`config.mk`:
```
export PLATFORM = sky130hd
export DESIGN_NAME = fee_top
export DESIGN_NICKNAME = d
export VERILOG_FILES = /design/src/inc/fee_pkg.sv /design/src/hdl/fee_tally.sv /design/src/hdl/fee_top.sv
export SDC_FILE = /design/constraint.sdc
export NUM_CORES = 1
export LEC_CHECK = 0
export BUFFER_PORTS_ARGS = -buffer_cell sky130_fd_sc_hd__buf_4
export CORE_ASPECT_RATIO = 1.4
export CORE_MARGIN = 2
export CORE_UTILIZATION = 45
export DETAILED_ROUTE_END_ITERATION = 10
export MAX_ROUTING_LAYER = met4
export PLACE_DENSITY_LB_ADDON = 0.05
export RECOVER_POWER = 100
export SLEW_MARGIN = 10
export SYNTH_ARGS = -nofsm -noshare
export SYNTH_HDL_FRONTEND = slang
export SYNTH_HIERARCHICAL = 1
export SYNTH_SLANG_ARGS = --single-unit
```
`constraint.sdc`:
```
create_clock -name clock -period 3.9 [get_ports clock]
set_clock_uncertainty 0.2 [all_clocks]
set_input_delay 0.39 -clock clock [delete_from_list [all_inputs] [get_ports clock]]
set_output_delay 0.39 -clock clock [all_outputs]
set_load 0.02 [all_outputs]
```
`src/inc/fee_pkg.sv`:
```
// package for the frequency error estimator: register map, fields, codes
`default_nettype none
package fee_pkg;
  // register indices; each register is one 32-bit word, so the byte address is four times the index
  localparam logic [7:0] FEE_IDX_RESULT   = 8'h16;  // freq_offset_result, read only
  localparam logic [7:0] FEE_IDX_CONTROL  = 8'h15;  // freq_error_control
  // register map (byte addresses)
  localparam logic [7:0] FEE_ADDR_RESULT  = {FEE_IDX_RESULT[5:0], 2'b00};
  localparam logic [7:0] FEE_ADDR_CONTROL = {FEE_IDX_CONTROL[5:0], 2'b00};
  // control field layout
  localparam int FEE_CTL_W      = 4;
  localparam int FEE_MODE_LSB   = 0;
  localparam int FEE_WIN_LSB    = 2;
  localparam logic [3:0] FEE_CTL_RESET = 4'h0;
  // mode codes of the two low control bits
  localparam logic [1:0] FEE_MODE_OFF = 2'b00;
  localparam logic [1:0] FEE_MODE_RUN = 2'b11;
  // window lengths in bit periods per select code
  localparam logic [7:0] FEE_WIN_0 = 8'h08;
  localparam logic [7:0] FEE_WIN_1 = 8'h10;
  localparam logic [7:0] FEE_WIN_2 = 8'h20;
  localparam logic [7:0] FEE_WIN_3 = 8'h40;
  localparam logic [7:0] FEE_RESULT_RESET = 8'h00;
  // axi answers
  localparam logic [1:0] FEE_RESP_OKAY   = 2'b00;
  localparam logic [1:0] FEE_RESP_SLVERR = 2'b10;
endpackage
`default_nettype wire

```
`src/hdl/fee_tally.sv`:
```
// signed wrapping up/down tally of demodulator pulses
`timescale 1ns/1ps
`default_nettype none
module fee_tally #(
  parameter int W = 8
) (
  // clock and reset
  input  wire logic         clock,
  input  wire logic         nrst,
  // control
  input  wire logic         clear,
  input  wire logic         raise_pulse,
  input  wire logic         lower_pulse,
  // running count
  output logic [W-1:0]      count
);
  logic [W-1:0] count_reg;
  assign count = count_reg;

  // wraps modulo 2^W; simultaneous raise and lower cancel
  always_ff @(posedge clock) begin
    if (!nrst || clear) begin
      count_reg <= '0;
    end else if (raise_pulse && !lower_pulse) begin
      count_reg <= count_reg + W'(1);   // see R4
    end else if (lower_pulse && !raise_pulse) begin
      count_reg <= count_reg - W'(1);
    end
  end
endmodule
`default_nettype wire

```
`src/hdl/fee_top.sv`:
```
// frequency error estimator with axi4-lite register access
//
// Chosen here: the AXI4-Lite interface to the registers.
`timescale 1ns/1ps
`default_nettype none

// Contract
// runs on code 11, off on 00
// software never writes codes 01 or 10
// period counter triggers at selected window
// tally adds raise pulses, subtracts lower
// demodulator delivers pulses per received bit
// trigger copies tally to result, clears
// result at 0x16, 8-bit two's complement
// read returns last captured value
// tally wraps, never saturates
// software converts result to frequency offset
// transmitter sends balanced pattern
// software prefers 8 or 16 windows
// trim uses sign only, zero negative
// trim search, 5-bit, start 16
// positive result lowers trim value
// wait one window before reading
// result register read-only, eight bits
// off state holds both counters cleared
module fee_top
  import fee_pkg::*;
#(
  parameter int TALLY_W = 8
) (
  // clock and reset
  input  wire logic         clock,
  input  wire logic         nrst,
  // demodulator side
  input  wire logic         bit_period,
  input  wire logic         raise_pulse,
  input  wire logic         lower_pulse,
  // axi4-lite write address
  input  wire logic         s_axi_awvalid,
  output logic              s_axi_awready,
  input  wire logic [7:0]   s_axi_awaddr,
  // axi4-lite write data
  input  wire logic         s_axi_wvalid,
  output logic              s_axi_wready,
  input  wire logic [31:0]  s_axi_wdata,
  input  wire logic [3:0]   s_axi_wstrb,
  // axi4-lite write response
  output logic              s_axi_bvalid,
  input  wire logic         s_axi_bready,
  output logic [1:0]        s_axi_bresp,
  // axi4-lite read address
  input  wire logic         s_axi_arvalid,
  output logic              s_axi_arready,
  input  wire logic [7:0]   s_axi_araddr,
  // axi4-lite read data
  output logic              s_axi_rvalid,
  input  wire logic         s_axi_rready,
  output logic [31:0]       s_axi_rdata,
  output logic [1:0]        s_axi_rresp,
  // status
  output logic              window_trigger
);
  import fee_pkg::*;

  // ------------------------------------------------------------
  // registers
  // ------------------------------------------------------------
  logic [FEE_CTL_W-1:0] ctl_reg;
  logic [TALLY_W-1:0]   result_reg;
  logic [7:0]           period_reg;
  logic [7:0]           window_len;
  logic [TALLY_W-1:0]   tally;
  logic                 running;
  logic                 trigger;
  logic                 aw_held_reg;
  logic                 w_held_reg;
  logic [7:0]           awaddr_reg;
  logic [31:0]          wdata_reg;
  logic                 wstrb0_reg;
  logic                 do_write;

  // only the full enable code runs; the unused codes behave as off
  assign running = (ctl_reg[FEE_MODE_LSB +: 2] == FEE_MODE_RUN);  // see R1

  // window length select from the upper control bits
  always_comb begin
    case (ctl_reg[FEE_WIN_LSB +: 2])
      2'b00:   window_len = FEE_WIN_0;
      2'b01:   window_len = FEE_WIN_1;
      2'b10:   window_len = FEE_WIN_2;
      2'b11:   window_len = FEE_WIN_3;
      default: window_len = FEE_WIN_0;
    endcase
  end

  // trigger on the bit period that completes the window
  assign trigger        = running && bit_period && (period_reg == window_len - 8'h01);
  assign window_trigger = trigger;

  // ------------------------------------------------------------
  // period counter
  // ------------------------------------------------------------
  // held cleared while off so enabling starts a full window
  always_ff @(posedge clock) begin
    if (!nrst || !running) begin
      period_reg <= 8'h00;
    end else if (trigger) begin
      period_reg <= 8'h00;
    end else if (bit_period) begin
      period_reg <= period_reg + 8'h01;
    end
  end

  // tally of raise and lower pulses; cleared by trigger or when off
  fee_tally #(
    .W (TALLY_W)
  ) u_tally (
    .clock       (clock),
    .nrst        (nrst),
    .clear       (trigger || !running),   // see R6
    .raise_pulse (raise_pulse && running),
    .lower_pulse (lower_pulse && running),
    .count       (tally)
  );

  // result captures the tally at each trigger only
  always_ff @(posedge clock) begin
    if (!nrst) begin
      result_reg <= FEE_RESULT_RESET;
    end else if (trigger) begin
      result_reg <= tally;                // see R6
    end
  end

  // ------------------------------------------------------------
  // axi4-lite write path
  // ------------------------------------------------------------
  // address and data are accepted independently, one write at a time
  assign s_axi_awready = !aw_held_reg && !s_axi_bvalid;
  assign s_axi_wready  = !w_held_reg && !s_axi_bvalid;
  assign do_write      = aw_held_reg && w_held_reg;

  always_ff @(posedge clock) begin
    if (!nrst) begin
      aw_held_reg <= 1'b0;
      awaddr_reg  <= 8'h00;
    end else if (s_axi_awvalid && s_axi_awready) begin
      aw_held_reg <= 1'b1;
      awaddr_reg  <= s_axi_awaddr;
    end else if (do_write) begin
      aw_held_reg <= 1'b0;
    end
  end

  always_ff @(posedge clock) begin
    if (!nrst) begin
      w_held_reg <= 1'b0;
      wdata_reg  <= 32'h0000_0000;
      wstrb0_reg <= 1'b0;
    end else if (s_axi_wvalid && s_axi_wready) begin
      w_held_reg <= 1'b1;
      wdata_reg  <= s_axi_wdata;
      wstrb0_reg <= s_axi_wstrb[0];
    end else if (do_write) begin
      w_held_reg <= 1'b0;
    end
  end

  // control register; the result register ignores writes
  always_ff @(posedge clock) begin
    if (!nrst) begin
      ctl_reg <= FEE_CTL_RESET;
    end else if (do_write && wstrb0_reg && awaddr_reg == FEE_ADDR_CONTROL) begin
      ctl_reg <= wdata_reg[FEE_CTL_W-1:0];
    end
  end

  // write response; writing the result address answers slverr
  always_ff @(posedge clock) begin
    if (!nrst) begin
      s_axi_bvalid <= 1'b0;
      s_axi_bresp  <= FEE_RESP_OKAY;
    end else if (do_write) begin
      s_axi_bvalid <= 1'b1;
      s_axi_bresp  <= (awaddr_reg == FEE_ADDR_CONTROL) ? FEE_RESP_OKAY : FEE_RESP_SLVERR;
    end else if (s_axi_bready) begin
      s_axi_bvalid <= 1'b0;
    end
  end

  // ------------------------------------------------------------
  // axi4-lite read path
  // ------------------------------------------------------------
  assign s_axi_arready = !s_axi_rvalid;

  always_ff @(posedge clock) begin
    if (!nrst) begin
      s_axi_rvalid <= 1'b0;
      s_axi_rdata  <= 32'h0000_0000;
      s_axi_rresp  <= FEE_RESP_OKAY;
    end else if (s_axi_arvalid && s_axi_arready) begin
      s_axi_rvalid <= 1'b1;
      s_axi_rresp  <= FEE_RESP_OKAY;
      case (s_axi_araddr)
        FEE_ADDR_RESULT:  s_axi_rdata <= {24'h00_0000, result_reg};  // see R7
        FEE_ADDR_CONTROL: s_axi_rdata <= {28'h000_0000, ctl_reg};
        default: begin
          s_axi_rdata <= 32'h0000_0000;
          s_axi_rresp <= FEE_RESP_SLVERR;
        end
      endcase
    end else if (s_axi_rready) begin
      s_axi_rvalid <= 1'b0;
    end
  end

  // ------------------------------------------------------------
  // assertions
  // ------------------------------------------------------------
  property p_off_holds_clear;
    @(posedge clock) disable iff (!nrst)
      (ctl_reg[1:0] != FEE_MODE_RUN) |=> (period_reg == 8'h00 && tally == '0);
  endproperty
  a_off_holds_clear: assert property (p_off_holds_clear) else $error("counters not cleared while off");

  property p_no_trigger_off;
    @(posedge clock) disable iff (!nrst)
      !running |-> !window_trigger;
  endproperty
  a_no_trigger_off: assert property (p_no_trigger_off) else $error("trigger while off");

  property p_capture;
    @(posedge clock) disable iff (!nrst)
      trigger |=> (result_reg == $past(tally) && tally == '0);
  endproperty
  a_capture: assert property (p_capture) else $error("result not captured on trigger");

  property p_result_stable;
    @(posedge clock) disable iff (!nrst)
      !trigger |=> $stable(result_reg);
  endproperty
  a_result_stable: assert property (p_result_stable) else $error("result changed without trigger");

  property p_inc;
    @(posedge clock) disable iff (!nrst)
      (running && !trigger && raise_pulse && !lower_pulse) |=> tally == $past(tally) + 8'h01;
  endproperty
  a_inc: assert property (p_inc) else $error("tally did not wrap-increment");

  property p_dec;
    @(posedge clock) disable iff (!nrst)
      (running && !trigger && lower_pulse && !raise_pulse) |=> tally == $past(tally) - 8'h01;
  endproperty
  a_dec: assert property (p_dec) else $error("tally did not decrement");

  property p_window;
    @(posedge clock) disable iff (!nrst)
      trigger |-> period_reg == window_len - 8'h01;
  endproperty
  a_window: assert property (p_window) else $error("trigger at wrong count");

  property p_ro;
    @(posedge clock) disable iff (!nrst)
      (do_write && awaddr_reg == FEE_ADDR_RESULT) |=> s_axi_bresp == FEE_RESP_SLVERR;
  endproperty
  a_ro: assert property (p_ro) else $error("result write not refused");

  property p_rd_result;
    @(posedge clock) disable iff (!nrst)
      (s_axi_arvalid && s_axi_arready && s_axi_araddr == FEE_ADDR_RESULT && !trigger)
        |=> s_axi_rdata[7:0] == result_reg;
  endproperty
  a_rd_result: assert property (p_rd_result) else $error("result read mismatch");

  c_trigger: cover property (@(posedge clock) disable iff (!nrst) trigger);
  c_wrap:    cover property (@(posedge clock) disable iff (!nrst) tally == 8'h7f ##1 tally == 8'h80);
  c_write:   cover property (@(posedge clock) disable iff (!nrst) do_write);
  c_read:    cover property (@(posedge clock) disable iff (!nrst) s_axi_rvalid && s_axi_rready);
endmodule
`default_nettype wire

```
==> flow_summary.ini <==
[run_status]
status = finished clean

[drt]
post_drt_wl_per_cell_um = 12.51
wirelength_um = 5405
viasPerCell = 5.213
drt-pass1-iter-count = 4
vias = 2252
drt_iter0_markers = 71
drc = 0
ant_nets = 0

[timing]
finalCritPeriodShare = 0.7121
finalSetupViolCount = 0
tightest_slew_ns = 1.167
slew_headroom = 0.2209
finalHoldViolations = 0
setup-tns-final_ns = 0
drv_slew = 0
max_freq_mhz = 360.1
rsz0062_at_grt = no
period_needed_ns = 2.777

[clock_network]
clock_sinks = 55
ctsLongestPathBuffers = 2
cts.clk_slew.worst_paths_ns = 0.09
clkLatencyLatePin_ns = 0.30
cts_resized = 0
clockRootBuffer = clkbuf_8
cts_buffers = 5
cts_hold_buf = 0
cts_tree = yes
post_cts_buffers = 0
cts_htree_levels = 2

[grt]
grt_max_degree = 38
grt_pass1_wl_um = 8838
grt_overflow_total = 0
track_usage = 0.1669
grt_pass1_vias = 1978
antenna_found_initial = 0

[floorplanning]
core_mm2 = 0.005904
io_pins = 104
die_area_mm2 = 0.006773
initial_core_util = 0.4666
rows = 33
die-height_um = 96.58
die_w_um = 70.13

[cells_and_area]
num-nets-final = 434
drive_gt1_frac = 0.1050
area_growth_syn_to_layout_pct = 10.04
finalInstanceArea_mm2 = 0.003032
num-fill-cells = 628
diodes = 0

[yosys]
ys_top_cells_by_area = dfxtp_1 40%, buf_4 7.1%, a21oi_1 6.2%
syn_area_mm2 = 0.002755
synth-edff-count = 0
yosys.area_share.simple = 0.2134
synth_top_family_by_area = simple AND/OR/NAND/NOR gates
synth-xor-area-share = 0.03815
ys_seq_area_frac = 0.3996
synth_top_cell_by_area = dfxtp_1
synthAdderAreaFrac = 0.04360
synth_compound_area_frac = 0.1521
synth.distinct_cells = 45
muxShareOfSynthArea = 0.05086
synth-seq-cells = 55
syn_avg_cell_area_um2 = 8.451
synth_cells = 326
yosys.area.top_type_share = 0.3996
async_flop_share = 0
yosys_most_used_dff = dfxtp_1
ys_warn_count = 6

[placed_design]
gp_congestion = 0.8085
port_buffers = 46
hpwl_um = 4052
postPlaceCellArea_mm2 = 0.003027

[run]
timing.max_cap.violations = 0

[setup_path]
max_stage_delay_ns = 0.43
worstPathCellList = and3_1 -> inv_1 -> ha_1 -> inv_1 -> ha_1 -> a21oi_1 -> a211oi_1 -> or3_1 -> a21o_1 -> mux2i_1
required_ns = 3.90
worstSetupPathType = flip-flop to flip-flop
slowest_stage = dfxtp_1
end_kind = flip-flop
worstPathArrival_ns = 2.78
critPathMaxFanout = 7
startpoint_type = flip-flop

[pwr]
p_leak_nw = 1.223
ir_worst_vdd_mv = 0.2381
power.density_mw_per_mm2 = 323.1

[hold_path]
hold_class = primary input to flip-flop
cells in the final DEF (no fill, tap or decap), types with 3 or more instances in the layout:
cell type and n:
inv_1 6, clkbuf_8 5, nand2_1 39, nor2_1 30
nor2b_1 3, dfxtp_1 55, nor3_1 4, clkbuf_1 18
a22oi_1 4, mux2i_1 14, xor2_1 5, or3_1 5
nand3_1 7, buf_4 28, o21ai_0 5, a21o_1 5
conb_1 26, and2_1 3, xnor2_1 7, o31ai_1 9
nor4b_1 3, ha_1 8, nand2b_1 6, and3_1 3
a21oi_1 35, nand4_1 12
worst paths after layout:
check | startpoint | endpoint | slack [ns] | cells after the start
setup / recovery | ctl_reg[1] | u_tally/count[7] | 1.12 | 10
hold / removal | s_axi_wdata[3] | wdata_reg[3] | 0.12 | 3
setup reg to reg | ctl_reg[1] | u_tally/count[7] | 1.12 | 10
hold reg to reg | s_axi_rdata[1] | s_axi_rdata[1] | 0.26 | 2
power breakdown:
part / leakage, nW / internal [mW] / total (mW) / switching [mW]
combinational: 0.739 / 0.0378 / 0.104 / 0.0660
sequential: 0.446 / 0.575 / 0.583 / 0.00772
clock: 0.0371 / 0.120 / 0.293 / 0.173
per-stage QoR:
stage               setup WS (ns)  hold slack [ns]  instances  power (mW)    util
floorplan                   1.445           0.2312        351      0.6842       -
global placement            1.176           0.2412        426      0.7048  0.5126
detailed placement          1.165           0.2460        426      0.7056  0.5126
CTS                         1.215           0.1143        432      0.9980  0.5249
global route               0.8665           0.1180        432       1.028  0.5135
finish                      1.123           0.1236        432      0.9795  0.5135
critical path, delay by kind of cell (launching register included):
kind / cells / cell delay, ns
AOI/OAI and AO/OA: 3 / 0.63
and+or+nand+nor: 2 / 0.53
adders and majority gates: 2 / 0.53
DFF: 1 / 0.43
buffers and inverters: 2 / 0.25
muxes: 1 / 0.11
metal layers:
layer  global-route usage  vias to the layer above  wire length [um]
met4              0.06250                        0                54
li1                     -                     1146                 -
met3              0.03008                        5               258
met5                    -                        -                 0
met1               0.1869                     1036              2309
met2               0.2984                       65              2782
final cells by class:
type / count / area (um2) / area share
flip-flops and latches: 55 / 1101 / 0.3632
repair buffers: 46 / 281.5 / 0.09286
clock buffers: 6 / 72.57 / 0.02394
well taps: 70 / 87.58 / 0.02889
multi-input cells: 249 / 1466 / 0.4837
inverters: 6 / 22.52 / 0.007429
cell usage after synthesis (7+ instances only):
| master | number |
|---|---|
| buf_4 | 26 |
| ha_1 | 8 |
| nand2_1 | 39 |
| xnor2_1 | 7 |
| nand3_1 | 7 |
| dfxtp_1 | 55 |
| clkbuf_1 | 8 |
| mux2i_1 | 14 |
| nand4_1 | 12 |
| nor2_1 | 30 |
| o31ai_1 | 9 |
| a21oi_1 | 34 |
logic make-up after synthesis:
logic type | after synthesis
compound gates | 67
buf+inv | 47
xor+xnor | 12
flops | 55
simple gates | 121
fa+ha+maj | 9
mux | 14
other cells | 1
Note: power is estimated with default switching activity, not from simulation.
